--- src/shared/gpio5_pkg.sv ---
// Purpose: constants and carrier types for the eight-pin wake-up capable port
// Assumes: apb with 32-bit data, one register per aligned word
// Notes:   the pull-up offset is not word aligned, so every offset is kept as a
//          register index and the bus byte address is four times the index
package gpio5_pkg;

  ////////////////////////////////////////////////////////////////////////////
  // register map (indices)
  localparam logic [15:0] GP5_IDX_FUNC_SEL  = 16'hFFCC; // pin function select
  localparam logic [15:0] GP5_IDX_OUT_LAT   = 16'hFFD8; // output latch / pin read
  localparam logic [15:0] GP5_IDX_PULLUP    = 16'hFFE2; // pull-up enable
  localparam logic [15:0] GP5_IDX_DIR       = 16'hFFE8; // direction, write only
  localparam logic [15:0] GP5_IDX_PWR       = 16'hFFF0; // power mode select

  // byte addresses on the bus: index times four
  localparam logic [31:0] GP5_ADDR_FUNC_SEL = {14'h0000, GP5_IDX_FUNC_SEL, 2'b00};
  localparam logic [31:0] GP5_ADDR_OUT_LAT  = {14'h0000, GP5_IDX_OUT_LAT, 2'b00};
  localparam logic [31:0] GP5_ADDR_PULLUP   = {14'h0000, GP5_IDX_PULLUP, 2'b00};
  localparam logic [31:0] GP5_ADDR_DIR      = {14'h0000, GP5_IDX_DIR, 2'b00};
  localparam logic [31:0] GP5_ADDR_PWR      = {14'h0000, GP5_IDX_PWR, 2'b00};

  // reset values
  localparam logic [7:0]  GP5_RST_BYTE      = 8'h00;    // all four port registers
  localparam logic [7:0]  GP5_DIR_READBACK  = 8'hFF;    // direction reads as ones
  localparam logic [2:0]  GP5_RST_PWR       = 3'h0;     // active after reset
  localparam int          GP5_NPINS         = 8;        // pins in the port
  localparam int          GP5_SEG_SEL_W     = 4;        // segment select field width

  // operating modes of the chip seen by the port
  typedef enum logic [2:0] {
    GP5_MODE_ACTIVE    = 3'b000,
    GP5_MODE_SUBACTIVE = 3'b001,
    GP5_MODE_SLEEP     = 3'b010,
    GP5_MODE_SUBSLEEP  = 3'b011,
    GP5_MODE_STANDBY   = 3'b100,
    GP5_MODE_WATCH     = 3'b101
  } gp5_mode_t;

  // per-pin drive towards the pad
  typedef struct packed {
    logic [7:0] dout;   // level driven while enabled
    logic [7:0] oe_n;   // low while the port drives the pin
    logic [7:0] pu_en;  // pull-up on
  } gp5_pad_t;

  // apb request carrier
  typedef struct packed {
    logic        sel;
    logic        en;
    logic        wr;
    logic [15:0] addr;
    logic [7:0]  wdata;
  } gp5_apb_req_t;

endpackage : gpio5_pkg

--- src/hw/gp5_port.sv ---
// Purpose: eight-pin general port with wake-up select, apb register access
// Assumes: pins synchronous to pclk; lcd select field and segment data inputs
// Notes:   wake-up event handling lives elsewhere; this block only flags pins
//
// Design decision made here: the APB slave port.
`timescale 1ns/10ps

////////////////////////////////////////////////////////////////////////////////
// How it works
// eight-bit output latch, one bit per pin
// direction 1: read returns latch value
// direction 0: read returns pin level
// direction 1 output, 0 input
// direction/latch set the drive only of general i/o pins
// direction write only, reads all ones
// input pin pull-up follows its enable bit
// mode bit 0 general, 1 wake-up
// reset clears all four registers
// segment select overrides mode and direction
// wake-up pin is never driven whatever its direction bit; direction 1 still drops its pull-up
// sleep modes hold pins, active modes normal
// standby/watch high impedance, pull-up gives high
// output pins never pulled up; off after reset
// latch, pull-up, mode read back, write next edge
module gp5_port
  import gpio5_pkg::*;
(
  input  wire logic        pclk,          // system clock
  input  wire logic        presetn,       // async reset, active low
  input  wire logic        psel,          // apb select
  input  wire logic        penable,       // apb enable
  input  wire logic        pwrite,        // apb direction
  input  wire logic [31:0] paddr,         // apb address
  input  wire logic [31:0] pwdata,        // apb write data
  input  wire logic [3:0]  pstrb,         // apb byte strobes
  output logic      [31:0] prdata,        // apb read data
  output logic             pready,        // apb ready
  output logic             pslverr,       // apb error
  input  wire logic [3:0]  lcd_segment_select_field, // from lcd port control
  input  wire logic [7:0]  lcd_segment_output,       // segment levels
  input  wire logic [7:0]  general_port_pin_in,      // sampled pin levels
  output logic      [7:0]  general_port_pin_out,     // pin drive level
  output logic      [7:0]  general_port_pin_oe_n,    // low while driving
  output logic      [7:0]  pullup_on,                // pull-up control
  output logic      [7:0]  wakeup_input              // pin acts as wake-up
);

  //////////////////////////////////////////////////////////////////////////////
  // registers
  logic [7:0]  port_output_latch_r;    // output latch
  logic [7:0]  pin_direction_r;        // direction bits
  logic [7:0]  pullup_enable_r;        // pull-up enable bits
  logic [7:0]  pin_function_select_r;  // wake-up select bits
  gp5_mode_t   pwr_mode_r;             // power mode
  logic [31:0] prdata_r;               // read data
  logic        pready_r;               // answer flag
  logic        pslverr_r;              // error flag
  logic [7:0]  pin_out_r;              // pad drive flops
  logic [7:0]  pin_oe_n_r;
  logic [7:0]  pu_r;
  logic [7:0]  wake_r;

  //////////////////////////////////////////////////////////////////////////////
  // apb decode
  // pready is answered one cycle into the access phase, so each transfer
  // takes three edges; simpler than a zero-wait answer with registered outputs
  wire        access   = psel & penable & ~pready_r;
  wire        wr_en    = access & pwrite & pstrb[0];
  wire        rd_en    = access & ~pwrite;
  // full 32-bit match: misaligned or aliased addresses are refused
  wire        hit_func = (paddr == GP5_ADDR_FUNC_SEL);
  wire        hit_lat  = (paddr == GP5_ADDR_OUT_LAT);
  wire        hit_pu   = (paddr == GP5_ADDR_PULLUP);
  wire        hit_dir  = (paddr == GP5_ADDR_DIR);
  wire        hit_pwr  = (paddr == GP5_ADDR_PWR);
  wire        hit_any  = hit_func | hit_lat | hit_pu | hit_dir | hit_pwr;

  // port read: latch for outputs, pin level for inputs
  wire [7:0] port_view = (pin_direction_r & port_output_latch_r)
                       | (~pin_direction_r & general_port_pin_in);

  // read mux, if/else chain
  logic [7:0] rd_byte;
  always_comb
  begin
    rd_byte = 8'h00;
    if (hit_lat)
      rd_byte = port_view;
    else if (hit_dir)
      rd_byte = GP5_DIR_READBACK;                 // write only register
    else if (hit_pu)
      rd_byte = pullup_enable_r;                  // stored value
    else if (hit_func)
      rd_byte = pin_function_select_r;            // stored value
    else if (hit_pwr)
      rd_byte = {5'h00, pwr_mode_r};
  end

  // mode legality: unknown codes keep the previous mode
  wire       pwr_ok = (pwdata[2:0] <= 3'h5);
  wire       hold   = (pwr_mode_r == GP5_MODE_SLEEP) | (pwr_mode_r == GP5_MODE_SUBSLEEP);
  wire       hiz    = (pwr_mode_r == GP5_MODE_STANDBY) | (pwr_mode_r == GP5_MODE_WATCH);

  //////////////////////////////////////////////////////////////////////////////
  // pin function decode
  wire [7:0] seg_pin;
  wire [7:0] wake_pin;   // wake-up use per pin
  gp5_pad_t  pad;
  gp5_seg_decode u_seg
  (
    .seg_sel (lcd_segment_select_field),
    .seg_pin (seg_pin)
  );

  gp5_pin_mux u_mux
  (
    .out_lat  (port_output_latch_r),
    .dir      (pin_direction_r),
    .pu       (pullup_enable_r),
    .func     (pin_function_select_r),
    .seg_pin  (seg_pin),
    .seg_data (lcd_segment_output),
    .hiz_mode (hiz),
    .pad      (pad),
    .gpio_pin (),
    .wake_pin (wake_pin)
  );

  //////////////////////////////////////////////////////////////////////////////
  // register writes; reset clears all
  always_ff @(posedge pclk or negedge presetn)
  begin
    if (!presetn)
    begin
      port_output_latch_r   <= GP5_RST_BYTE;
      pin_direction_r       <= GP5_RST_BYTE;
      pullup_enable_r       <= GP5_RST_BYTE;
      pin_function_select_r <= GP5_RST_BYTE;
      pwr_mode_r            <= GP5_MODE_ACTIVE;
    end
    else if (wr_en)
    begin
      // writes land on the access edge
      if (hit_lat)  port_output_latch_r   <= pwdata[7:0];
      if (hit_dir)  pin_direction_r       <= pwdata[7:0];
      if (hit_pu)   pullup_enable_r       <= pwdata[7:0];
      if (hit_func) pin_function_select_r <= pwdata[7:0];
      if (hit_pwr && pwr_ok) pwr_mode_r   <= gp5_mode_t'(pwdata[2:0]);
    end
  end

  // apb answer flops
  always_ff @(posedge pclk or negedge presetn)
  begin
    if (!presetn)
    begin
      prdata_r  <= 32'h0000_0000;
      pready_r  <= 1'b0;
      pslverr_r <= 1'b0;
    end
    else
    begin
      pready_r  <= access;
      pslverr_r <= access & ~hit_any;             // unmapped address
      prdata_r  <= rd_en ? {24'h000000, rd_byte} : 32'h0000_0000;
    end
  end

  // pad flops: held in sleep modes, follow mux otherwise
  always_ff @(posedge pclk or negedge presetn)
  begin
    if (!presetn)
    begin
      pin_out_r  <= 8'h00;
      pin_oe_n_r <= 8'hFF;                        // all inputs after reset
      pu_r       <= 8'h00;
      wake_r     <= 8'h00;
    end
    else if (!hold)
    begin
      pin_out_r  <= pad.dout;
      pin_oe_n_r <= pad.oe_n;
      pu_r       <= pad.pu_en;
      wake_r     <= wake_pin;
    end
  end

  assign prdata                = prdata_r;
  assign pready                = pready_r;
  assign pslverr               = pslverr_r;
  assign general_port_pin_out  = pin_out_r;
  assign general_port_pin_oe_n = pin_oe_n_r;
  assign pullup_on             = pu_r;
  assign wakeup_input          = wake_r;

endmodule // gp5_port

--- src/hw/gp5_seg_decode.sv ---
// Purpose: decode of the lcd segment-select field into per-pin segment use
// Assumes: field values follow the pattern 1*** for pins 7..4, 1**1 for 3..0
// Notes:   purely combinational
`timescale 1ns/10ps
module gp5_seg_decode
  import gpio5_pkg::*;
(
  input  wire logic [3:0] seg_sel,   // lcd segment select field
  output wire logic [7:0] seg_pin    // 1: pin is a segment output
);
  // upper nibble is segment whenever the top select bit is set
  wire upper_seg = seg_sel[3];
  // lower nibble also needs the lowest select bit
  wire lower_seg = seg_sel[3] & seg_sel[0];

  assign seg_pin = {{4{upper_seg}}, {4{lower_seg}}};
endmodule // gp5_seg_decode

--- src/hw/gp5_pin_mux.sv ---
// Purpose: per-pin function and power-mode selection for the pad drive
// Assumes: register values already settled
// Notes:   combinational; retention is handled by the top holding its flops
`timescale 1ns/10ps
module gp5_pin_mux
  import gpio5_pkg::*;
(
  input  wire logic [7:0] out_lat,   // output latch
  input  wire logic [7:0] dir,       // direction, 1 = output
  input  wire logic [7:0] pu,        // pull-up enable bits
  input  wire logic [7:0] func,      // wake-up select bits
  input  wire logic [7:0] seg_pin,   // segment use per pin
  input  wire logic [7:0] seg_data,  // segment level per pin
  input  wire logic       hiz_mode,  // standby or watch
  output gp5_pad_t        pad,       // resulting drive
  output wire logic [7:0] gpio_pin,  // pin is general i/o
  output wire logic [7:0] wake_pin   // pin is wake-up input
);
  // general i/o only when neither segment nor wake-up selects it
  assign gpio_pin = ~seg_pin & ~func;
  // wake-up overrides direction
  assign wake_pin = ~seg_pin & func;
  // output enables: segment drives outside standby/watch, general i/o when direction is 1
  wire [7:0] drive = seg_pin | (gpio_pin & dir);
  // pull-up follows its bit only on non-segment pins with direction 0;
  // a wake-up pin whose direction bit is 1 still loses its pull-up
  wire [7:0] pu_act = pu & ~seg_pin & ~dir;

  // standby/watch: all drivers off, pull-ups still give a high level
  assign pad.oe_n  = hiz_mode ? 8'hFF : ~drive;
  assign pad.dout  = (seg_pin & seg_data) | (~seg_pin & out_lat);
  assign pad.pu_en = pu_act;
endmodule // gp5_pin_mux

--- config.mk ---
export PLATFORM = sky130hd
export DESIGN_NAME = gp5_port
export DESIGN_NICKNAME = d
export VERILOG_FILES = /design/src/shared/gpio5_pkg.sv /design/src/hw/gp5_port.sv /design/src/hw/gp5_seg_decode.sv /design/src/hw/gp5_pin_mux.sv
export SDC_FILE = /design/constraint.sdc
export NUM_CORES = 1
export LEC_CHECK = 0
export ABC_AREA = 1
export BUFFER_PORTS_ARGS = -buffer_cell sky130_fd_sc_hd__buf_2
export CORE_AREA = 2 2 89 125
export CTS_BUF_LIST = sky130_fd_sc_hd__clkbuf_16
export CTS_CLUSTER_SIZE = 28
export DETAILED_ROUTE_END_ITERATION = 8
export DIE_AREA = 0 0 91 127
export HOLD_SLACK_MARGIN = 0.05
export PLACE_DENSITY = 0.69
export SETUP_SLACK_MARGIN = 0.4
export SYNTH_ARGS = -nofsm -noshare
export SYNTH_HDL_FRONTEND = slang
export SYNTH_SLANG_ARGS = --single-unit
--- constraint.sdc ---
create_clock -name pclk -period 1.8 [get_ports pclk]
set_clock_uncertainty 0.2 [all_clocks]
set_input_delay 0.36 -clock pclk [delete_from_list [all_inputs] [get_ports pclk]]
set_output_delay 0.36 -clock pclk [all_outputs]
set_load 0.03 [all_outputs]
After elaboration in Yosys (flattened, before gate mapping) --
Cells that the tools add are included.
Operators by class: bitwise logic cells 32, equality and inequality tests 9, $lt $le $gt $ge 1, muxes and demuxes 7, reductions and logical operators 6
Operator list (count):
- 32-bit by 18-bit equality test with 1-bit output, second input constant | 5
- 8-bit bitwise AND | 9
- 8-bit 2-to-1 mux | 6
- 8-bit inverter | 4
- 8-bit bitwise OR | 3
- 2-bit AND reduction | 5
- 1-bit bitwise AND | 7
- 3-bit by 2-bit equality test with 1-bit output, second input constant | 2
- 3-bit equality test, second input constant | 2
- 1-bit bitwise OR | 6
- 3-bit <= comparator, second input constant | 1
- 3-bit 2-to-1 mux | 1
- 1-bit inverter | 3
- 1-bit logical AND | 1
Storage, ports and cells: word-level logic and storage cells 67, register bits after elaboration 77, input port bits 93, output and inout port bits 66

Depth between registers and ports, before layout --
Gate-level depths: netlist of run 1.
depth in word-level cells 7, mapped depth 12, depth with buffers taken out 12

Modules after synthesis --
A second synthesis of run 1 with hierarchy kept.
Second synthesis, totals: cells, all modules 507, area, all modules 4194.0 um^2
By module, submodules not included:
- gp5_port | area an instance 3744.8 um^2, cells each 400, instances 1, sequential area each 1936.9 um^2
- gp5_pin_mux | area an instance 381.6 um^2, cells each 97, instances 1, sequential area each 0.0 um^2
- gp5_seg_decode | area an instance 67.6 um^2, cells each 10, instances 1, sequential area each 0.0 um^2

Least setup slack after synthesis of run 1 --
No wires, ideal clock.
path kind input-to-reg, start input port paddr[23], end register pullup_enable_r[5], buffers on the path 1, data arrival time 1.345 ns, stages on the path 11, library setup time 0.119 ns, path slack 0.136 ns, cells stage by stage nor2_1 -> nand2_1 -> nor2_1 -> nand2_2 -> inv_2 -> nand2_4 -> inv_4 -> nand2_4 -> buf_6 -> nand2_2 -> o21ai_2
Between the ends: word-level cells in the longest chain between the ends 2
Ends and longest elaborated chain:
- start, declared | RTL line gp5_port.sv:33 | input wire logic [31:0] paddr,
- 32-bit by 18-bit equality test with 1-bit output | RTL line gp5_port.sv:73 | wire hit_pu = (paddr == GP5_ADDR_PULLUP);
- 2-bit AND reduction (no line)
- end signal, assigned | RTL line gp5_port.sv:146 | if (hit_pu) pullup_enable_r <= pwdata[7:0];
- end, declared | RTL line gp5_port.sv:52 | logic [7:0] pullup_enable_r;
Every way passes these cells. A chain may end at the register's enable or synchronous reset.

Final worst setup path of run 1 --
start register pready_r (netlist: pready), end register pwr_mode_r[0]
Between the ends: word-level cells in the longest chain between the ends 5
Ends and longest elaborated chain:
- start, declared | RTL line gp5_port.sv:56 | logic pready_r;
- start signal, assigned | RTL line gp5_port.sv:163 | pready_r <= access;
- 1-bit inverter | RTL line gp5_port.sv:67 | wire access = psel & penable & ~pready_r;
- 1-bit bitwise AND | RTL line gp5_port.sv:67
- named net access | RTL line gp5_port.sv:67
- 1-bit bitwise AND (2 in a row) | RTL line gp5_port.sv:68 | wire wr_en = access & pwrite & pstrb[0];
- 2-bit AND reduction (no line)
- end signal, assigned | RTL line gp5_port.sv:148 | if (hit_pwr && pwr_ok) pwr_mode_r <= gp5_mode_t'(pwdata[2:0]);
- end, declared | RTL line gp5_port.sv:54 | gp5_mode_t pwr_mode_r;
The timed path passes the listed nets, and every way through them passes these cells.

==> impl_metrics.csv, run 1 <==
group,metric,value,unit
status,status,"finished, final reports clean",
critical_path,cp.required,1790,ps
global_route,grt-ovfl-total,0,
timing,holdWs,55.2,ps
clock_network,clkSinkCount,77,
synth,synth-seq-cells,77,
final_layout,fillers,896,
min_path,hp-class,"primary input to register",
power_and_ir_drop,p_per_area,616,nW/um^2
floorplan,die_x,91,um
global_route,antenna_found_initial,0,
synth,ys_seq_area_share,48.7,%
power_and_ir_drop,p_leak,3.22,nW
clock_network,clkLatencyLatePin,340,ps
timing,worst_pin_slew,531,ps
global_route,grt.total_usage,18.7,%
power_and_ir_drop,p_int,2.82,mW
synth,yosysUniqueCellTypes,34,
clock_network,clock_path_buffers,2,
final_layout,syn_to_final_growth,54.6,%
timing,fmax,624,MHz
placed_design,globalplace.congestion,0.810,
clock_network,clk_pin_slew_worst_paths,60,ps
placed_design,dpl.hpwl,7.39,mm
timing,rsz0062_at_grt,"yes",
detailed_routing,top_layer,"met4",
floorplan,num_rows,44,
critical_path,max_stage_delay,430,ps
final_layout,drive_gt1_share,46.4,%
global_route,grt_max_degree,78,
power_and_ir_drop,p_sw_share,25.5,%
critical_path,worstPathCellList,"nor2_4, nand3_4, inv_8, o211ai_1, nand2_1, o21ai_0",
final_layout,final_cell_mix,"nand2_1, dfrtp_1, buf_6, buf_2, buf_4",
detailed_routing,drtAntennaViolNets,0,
critical_path,worstSetupStartpointType,"register",
detailed_routing,routed_via_density,4.82,
timing,setup_viol,0,
final_layout,diodes,0,
placed_design,port_buffers,105,
floorplan,io_pins,159,
detailed_routing,drt_wl_total,11.3,mm
final_layout,layout.nets,743,
job,drv_cap,0,
critical_path,worst_path_max_delay_cell,"dfrtp_2",
timing,max_slew_margin,64.4,%
detailed_routing,drt_iter0_drc,260,
critical_path,crit_arrival,1600,ps
global_route,grt_pass1_wl,17.2,mm
critical_path,path_class,"register to register",
detailed_routing,wl_met2,6.06,mm
power_and_ir_drop,clockPowerShare,43.1,%
timing,hold_viol,0,
detailed_routing,first_pass_iters,5,
clock_network,cts_tree,"done",
clock_network,root_buffer,"clkbuf_16",
clock_network,cts_made_buffers,9,
timing,fin_crit,1600,ps
detailed_routing,drc,0,
timing,setup_tns,0,ps
floorplan,die_area,11600,sq um
synth,yosysWarnings,0,
floorplan,initial_utilization,38.4,%
global_route,grt_pass1_vias,3621,
timing,drv_slew,0,
critical_path,cpLargestDelayFamily,"flip-flops",
timing,fin_crit_sh,89.1,%
clock_network,htree_levels,3,
detailed_routing,wl_met1,4.31,mm
power_and_ir_drop,p_sw,0.966,mW
synth,netlist_area,3970,sq um
power_and_ir_drop,combPwrFrac,10.6,%
detailed_routing,met3_length,626,um
floorplan,coreArea,10300,sq um
critical_path,cp-end-kind,"register",
detailed_routing,vias,3823,
synth,synth_cells,477,
synth,avgSynthCellArea,8.33,sq um
final_layout,mostFrequentLayoutCell,"nand2_1",
floorplan,die_y,127,um
power_and_ir_drop,power.share.sequential,46.3,%
power_and_ir_drop,ir_drop,0.448,mV
critical_path,cp_num_buf_inv,1,
detailed_routing,wl_per_cell,14.3,um
critical_path,crit_fanout,6,
==> worst reg2reg max path, delay by kind of cell, from the launching register on <==
family,cells,cell delay (ps)
DFF,1,430
AOI/OAI and AO/OA,2,330
buffers and inverters,1,100
and+or+nand+nor,3,410
==> area by class of cell <==
cell class	count	area, sq um	area share, %
clock buffers	9	225	3.67
clock inverters	7	42.5	0.692
inverters	54	238	3.87
multi-input cells	336	2030	33.1
flip-flops and latches	77	1940	31.5
well taps	138	173	2.81
repair buffers	172	1490	24.3
==> registers in the layout, indices dropped and copies added, names as in the netlist <==
register and count:
general_port_pin_oe_n 8, general_port_pin_out 8, pin_direction_r 8, pin_function_select_r 8, port_output_latch_r 8, prdata 8, pullup_enable_r 8, pullup_on 8
wakeup_input 8, pwr_mode_r 3, pready 1, pslverr 1
==> cells in the mapped netlist, drive strengths merged <==
| cell | number | area share (%) |
|---|---|---|
| a31oi | 4 | 0.63 |
| conb | 1 | 0.094 |
| o41ai | 1 | 0.22 |
| buf | 28 | 5.7 |
| dfrtp | 69 | 43 |
| o31ai | 1 | 0.19 |
| o21a | 2 | 0.38 |
| o211ai | 7 | 1.3 |
| inv | 53 | 5.1 |
| a21oi | 9 | 1.1 |
| nor2 | 54 | 6.7 |
| mux2i | 2 | 0.50 |
| nand4 | 5 | 0.79 |
| dfstp | 8 | 5.3 |
| nand2 | 142 | 15 |
| nand3 | 23 | 3.3 |
| clkinv | 1 | 0.13 |
| nor3 | 2 | 0.38 |
| clkbuf | 7 | 0.66 |
| o21ai | 56 | 8.8 |
| o32a | 2 | 0.50 |
==> worst paths after layout <==
| check | start | endpoint | slack [ps] | cells past startpoint |
|---|---|---|---|---|
| max | pready$_DFF_PN0_ | pwr_mode_r[0]$_DFFE_PN0P_ | 200 | 6 |
| min | pwdata[0] | pin_direction_r[0]$_DFFE_PN0P_ | 60 | 3 |
| max reg2reg | pready$_DFF_PN0_ | pwr_mode_r[0]$_DFFE_PN0P_ | 200 | 6 |
| min reg2reg | pin_direction_r[2]$_DFFE_PN0P_ | pullup_on[2]$_DFFE_PN0N_ | 300 | 1 |
| max in group asynchronous | presetn | general_port_pin_oe_n[6]$_DFFE_PN1N_ | 640 | 3 |
| min in group asynchronous | presetn | prdata[0]$_DFF_PN0_ | 360 | 3 |
==> stage by stage <==
stage / util [%] / power, mW / worst slack [ps] / cell area [sq um] / std cells
after floorplan: - / 1.98 / 148 / 4150 / 500
after global placement: 46.4 / 2.09 / -76.5 / 4800 / 735
after detailed placement: 46.4 / 2.10 / -98.8 / 4800 / 735
after CTS: 54.9 / 3.76 / 217 / 5680 / 770
after global routing: 59.4 / 3.91 / 161 / 6140 / 793
final: 59.4 / 3.78 / 196 / 6140 / 793
==> timing repair <==
item / in CTS / in global routing
endpoints found under the setup margin: 89 / 100
pin swaps: 18 / 23
hold buffers: 4 / 0
resized for setup: 126 / 71
gates cloned: 1 / 1
hold endpoints to repair: 72 / 0
buffers inserted: 14 / 22
==> power by group through the flow <==
| stage | clock network [mW] | logic (mW) | registers (mW) |
|---|---|---|---|
| 6_report | 1.63 | 0.403 | 1.75 |
| 5_1_grt | 1.72 | 0.436 | 1.75 |
| 4_1_cts | 1.64 | 0.366 | 1.75 |
| 3_5_place_dp | 0 | 0.318 | 1.78 |
| 3_3_place_gp | 0 | 0.311 | 1.78 |
| 2_1_floorplan | 0 | 0.177 | 1.80 |
==> kinds of logic (layout without fill, tap and decap cells) <==
logic type      after synthesis  count (layout)  share of synthesized area, %
flops                        77              77                          48.7
buf+inv                      89             242                          11.5
other cells                   1              24                        0.0944
compound gates               82              82                          13.2
simple gates                226             228                          25.9
mux                           2               2                         0.504
==> per-layer routing <==
metal / track usage (%) / vias up
li1: - / 1833
met1: 22.1 / 1796
met2: 32.9 / 165
met3: 3.77 / 29
met4: 8.56 / 0
met5: 0 / -
(Power assumes the default switching activity.)
==> inputs of run 2 (changes only) <==
Settings changed: PLACE_DENSITY 0.69 to 0.65.
==> impl_metrics.csv, run 2 (synthesis results as in run 1) <==
group,metric,value,unit
floorplan,num_rows,44,
global_route,grt_pass1_vias,3813,
power_and_ir_drop,p_sw_share,24.0,%
final_layout,multi_input_area,2170,sq um
timing,setup_ws,197,ps
final_layout,fillers,845,
power_and_ir_drop,power.share.sequential,44.9,%
critical_path,crit_fanout,8,
clock_network,htree_levels,3,
timing,setup_viol,0,
clock_network,cts_made_buffers,9,
final_layout,final_cell_mix,"nand2_1, buf_6, dfrtp_1, buf_4, buf_2",
global_route,grt_max_degree,36,
final_layout,stdcell_count,806,
min_path,hp-class,"primary input to register",
final_layout,mostFrequentLayoutCell,"nand2_1",
global_route,grt.total_usage,19.5,%
timing,fmax,624,MHz
critical_path,crit_arrival,1620,ps
power_and_ir_drop,p_sw,0.935,mW
global_route,grt_pass1_wl,18.1,mm
placed_design,globalplace.congestion,0.849,
global_route,antenna_found_initial,0,
clock_network,root_buffer,"clkbuf_16",
timing,hold_viol,0,
critical_path,cpLargestDelayFamily,"simple AND/OR/NAND/NOR gates",
floorplan,die_area,11600,sq um
power_and_ir_drop,p_int,2.97,mW
critical_path,max_stage_delay,430,ps
power_and_ir_drop,p_leak,3.32,nW
clock_network,clock_path_buffers,2,
clock_network,clkLatencyLatePin,340,ps
job,drv_cap,0,
timing,drv_slew,0,
timing,rsz0062_at_grt,"yes",
power_and_ir_drop,p_per_area,602,nW/um^2
clock_network,clk_pin_slew_worst_paths,60,ps
detailed_routing,first_pass_iters,6,
timing,fin_crit_sh,89.1,%
critical_path,worstPathCellList,"nor2_4, nand3_4, inv_8, buf_4, buf_6, nand2_8, nand2_2, o21ai_2",
timing,fin_crit,1600,ps
power_and_ir_drop,ir_drop,0.356,mV
placed_design,dp_cells,736,
final_layout,syn_to_final_growth,63.3,%
final_layout,drive_gt1_share,51.0,%
critical_path,cp_num_buf_inv,3,
critical_path,worstSetupStartpointType,"register",
critical_path,path_class,"register to register",
critical_path,cp-end-kind,"register",
placed_design,port_buffers,105,
global_route,grt-ovfl-total,0,
timing,setup_tns,0,ps
power_and_ir_drop,combPwrFrac,11.0,%
clock_network,cts_tree,"done",
power_and_ir_drop,clockPowerShare,44.1,%
critical_path,cp.required,1810,ps
final_layout,layout.nets,756,
floorplan,initial_utilization,38.4,%
detailed_routing,routed_via_density,4.93,
final_layout,final_core_util,62.7,%
placed_design,dpl.hpwl,7.66,mm
timing,holdWs,41.1,ps
floorplan,io_pins,159,
placed_design,place_ws,-101,ps
detailed_routing,wl_per_cell,15.1,um
detailed_routing,drtAntennaViolNets,0,
detailed_routing,drc,0,
critical_path,worst_path_max_delay_cell,"dfrtp_2",
floorplan,die_y,127,um
detailed_routing,vias,3971,
final_layout,seqCellArea,1940,sq um
floorplan,die_x,91,um
detailed_routing,drt_iter0_drc,208,
final_layout,diodes,0,
status,status,"finished, final reports clean",
detailed_routing,drt_wl_total,12.2,mm
clock_network,clkSinkCount,77,
floorplan,coreArea,10300,sq um
==> run 2: changes by cell type in the layout (fill, tap and decap cells not counted), moves of 5 or more <==
| cell | change |
|---|---|
| nand2_1 | -12 |
| buf_4 | +6 |
| nand2_4 | +6 |
| o21ai_2 | +5 |
==> run 2: final timing paths <==
kind,startpoint,endpoint,slack [ps],cells past startpoint
setup / recovery,pready$_DFF_PN0_,pullup_enable_r[1]$_DFFE_PN0P_,200,8
hold / removal,pwdata[4],pin_direction_r[4]$_DFFE_PN0P_,40,3
setup reg to reg,pready$_DFF_PN0_,pullup_enable_r[1]$_DFFE_PN0P_,200,8
hold reg to reg,pin_function_select_r[6]$_DFFE_PN0P_,pin_function_select_r[6]$_DFFE_PN0P_,300,2
max in group asynchronous,presetn,general_port_pin_oe_n[6]$_DFFE_PN1N_,550,3
min in group asynchronous,presetn,prdata[1]$_DFF_PN0_,280,2
==> run 2: final cells by class <==
cell class,instances,share of cell area [%]
clock buffer,9,3.47
clock inverter,7,0.926
tap,138,2.66
sequential,77,29.9
multi-input combinational,337,33.5
inverter,54,3.90
timing repair buffer,184,25.6
==> run 2: timing repair <==
item,in CTS,in global routing
setup buffers,28,20
resized for setup,148,94
endpoints found under the setup margin,96,117
pin swaps,28,43
hold buffers,2,0
endpoints found under the hold margin,36,0
gates cloned,3,1
==> run 2: power by group through the flow <==
stage	Clock [mW]	Sequential [mW]	Combinational [mW]
after floorplan	0	1.80	0.177
after global placement	0	1.78	0.317
after detailed placement	0	1.78	0.323
after CTS	1.74	1.75	0.378
after global routing	1.80	1.75	0.462
final	1.72	1.75	0.429
==> run 2: through the flow <==
stage	instance area (sq um)	power [mW]
6_report	6490	3.90
3_3_place_gp	4820	2.10
2_1_floorplan	4150	1.98
3_5_place_dp	4820	2.10
4_1_cts	5930	3.87
5_1_grt	6490	4.02
==> run 2: worst min-delay path, cell delays in order <==
cell     delay, ps
buf_2           90
nand2_2         50
o21ai_2         40
==> run 2: layer usage <==
metal,track usage [%],part of all wire [%],up-vias
met2,35.3,54,167
met1,22.5,38,1912
li1,-,-,1865
met5,0,0,-
met4,8.56,2.8,0
met3,3.66,5.2,27
==> inputs of run 3 (changes only) <==
Settings changed: BUFFER_PORTS_ARGS -buffer_cell sky130_fd_sc_hd__buf_2 to -buffer_cell sky130_fd_sc_hd__clkbuf_2, TNS_END_PERCENT from default to 10.
==> impl_metrics.csv, run 3 (synthesis results as in run 1) <==
group,metric,value,unit
timing,holdWs,52.2,ps
critical_path,cp-end-kind,"primary output",
floorplan,die_y,127,um
final_layout,layout.nets,726,
detailed_routing,vias,3627,
critical_path,path_class,"register to primary output",
clock_network,root_buffer,"clkbuf_16",
floorplan,coreArea,10300,sq um
min_path,hp-class,"primary input to register",
clock_network,htree_levels,3,
global_route,grt_pass1_vias,3387,
timing,drv_slew,0,
final_layout,diodes,0,
detailed_routing,drtAntennaViolNets,0,
floorplan,num_rows,44,
placed_design,place_area,4770,sq um
power_and_ir_drop,fin_total_pwr,3.86,mW
global_route,grt.total_usage,17.7,%
critical_path,cp_num_buf_inv,1,
critical_path,cp.required,1240,ps
power_and_ir_drop,p_leak,2.97,nW
floorplan,die_x,91,um
critical_path,cpLargestDelayFamily,"flip-flops",
timing,setup_viol,0,
global_route,antenna_found_initial,0,
global_route,grt_max_degree,44,
critical_path,max_stage_delay,550,ps
final_layout,drive_gt1_share,40.4,%
power_and_ir_drop,ir_drop,0.472,mV
critical_path,crit_arrival,1050,ps
status,status,"finished, final reports clean",
clock_network,clkSinkCount,77,
timing,rsz0062_at_grt,"yes",
detailed_routing,first_pass_iters,4,
timing,fin_crit,1610,ps
final_layout,fillers,972,
detailed_routing,drc,0,
final_layout,syn_to_final_growth,38.8,%
detailed_routing,drt_iter0_drc,150,
global_route,grt_pass1_wl,16.4,mm
clock_network,cts_made_buffers,9,
placed_design,port_buffers,105,
critical_path,worstPathCellList,"clkbuf_8",
critical_path,crit_fanout,2,
timing,fin_crit_sh,89.3,%
floorplan,die_area,11600,sq um
final_layout,final_cell_mix,"nand2_1, clkbuf_2, dfrtp_1, buf_4, inv_1",
power_and_ir_drop,p_per_area,699,nW/um^2
critical_path,r2r-start,"pready$_DFF_PN0_",
global_route,grt-ovfl-total,0,
placed_design,globalplace.congestion,0.841,
detailed_routing,wl_per_cell,13.3,um
placed_design,dpl.hpwl,7.36,mm
clock_network,clk_pin_slew_worst_paths,60,ps
min_path,hold_path.startpoint,"pwdata[6]",
clock_network,clkLatencyLatePin,340,ps
detailed_routing,routed_via_density,4.67,
job,drv_cap,0,
timing,fmax,622,MHz
final_layout,final_cell_area,5510,sq um
critical_path,worstSetupStartpoint,"general_port_pin_oe_n[5]$_DFFE_PN1N_",
final_layout,mostFrequentLayoutCell,"nand2_1",
floorplan,io_pins,159,
detailed_routing,drt_wl_total,10.3,mm
floorplan,initial_utilization,38.4,%
timing,hold_viol,0,
clock_network,clock_path_buffers,2,
clock_network,cts_tree,"done",
critical_path,worstSetupStartpointType,"register",
critical_path,worst_path_max_delay_cell,"dfstp_2",
## run 3: layout make-up
type | instances | area [sq um] | area share (%)
multi-input combinational | 336 | 1860 | 33.8
inverter | 54 | 228 | 4.13
tap | 138 | 173 | 3.13
clock buffer | 9 | 225 | 4.08
sequential | 77 | 1940 | 35.1
clock inverter | 7 | 60.1 | 1.09
timing repair buffer | 155 | 1030 | 18.6
## run 3: stage by stage
stage / setup slack, ps / util [%] / instances / TNS (ps)
6_report: 192 / 53.3 / 776 / 0
5_1_grt: 167 / 53.3 / 776 / 0
4_1_cts: 181 / 50.5 / 760 / 0
3_5_place_dp: -125 / 46.1 / 733 / -1550
3_3_place_gp: -96.7 / 46.1 / 733 / -1210
2_1_floorplan: 148 / - / 500 / 0
## run 3: final timing paths
check	slack, ps	end	depth (start not counted)
min in group asynchronous	260	prdata[0]$_DFF_PN0_	2
hold reg to reg	280	wakeup_input[3]$_DFFE_PN0N_	2
setup reg to reg	270	pin_direction_r[7]$_DFFE_PN0P_	6
hold / removal	50	pin_direction_r[6]$_DFFE_PN0P_	3
max in group asynchronous	540	general_port_pin_oe_n[7]$_DFFE_PN1N_	3
setup / recovery	190	general_port_pin_oe_n[5]	1
## run 3: timing repair
item | in CTS | in global routing
hold endpoints to repair | 23 | 0
resized for setup | 21 | 45
hold buffers | 4 | 0
buffers inserted | 6 | 15
cloned | 1 | 1
pin swaps | 4 | 21
endpoints found under the setup margin | 110 | 117
## run 3: power breakdown
part	switching (mW)	internal (mW)
combinational	0.234	0.116
sequential	0.00610	1.74
clock	0.701	1.06
## run 3: per-layer routing
layer | part of all wire [%] | vias to the layer above | track usage [%]
met5 | 0 | - | 0
met4 | 1.7 | 0 | 5.88
met3 | 6.0 | 12 | 3.89
met2 | 50 | 139 | 29.5
met1 | 42 | 1684 | 22.8
li1 | - | 1792 | -
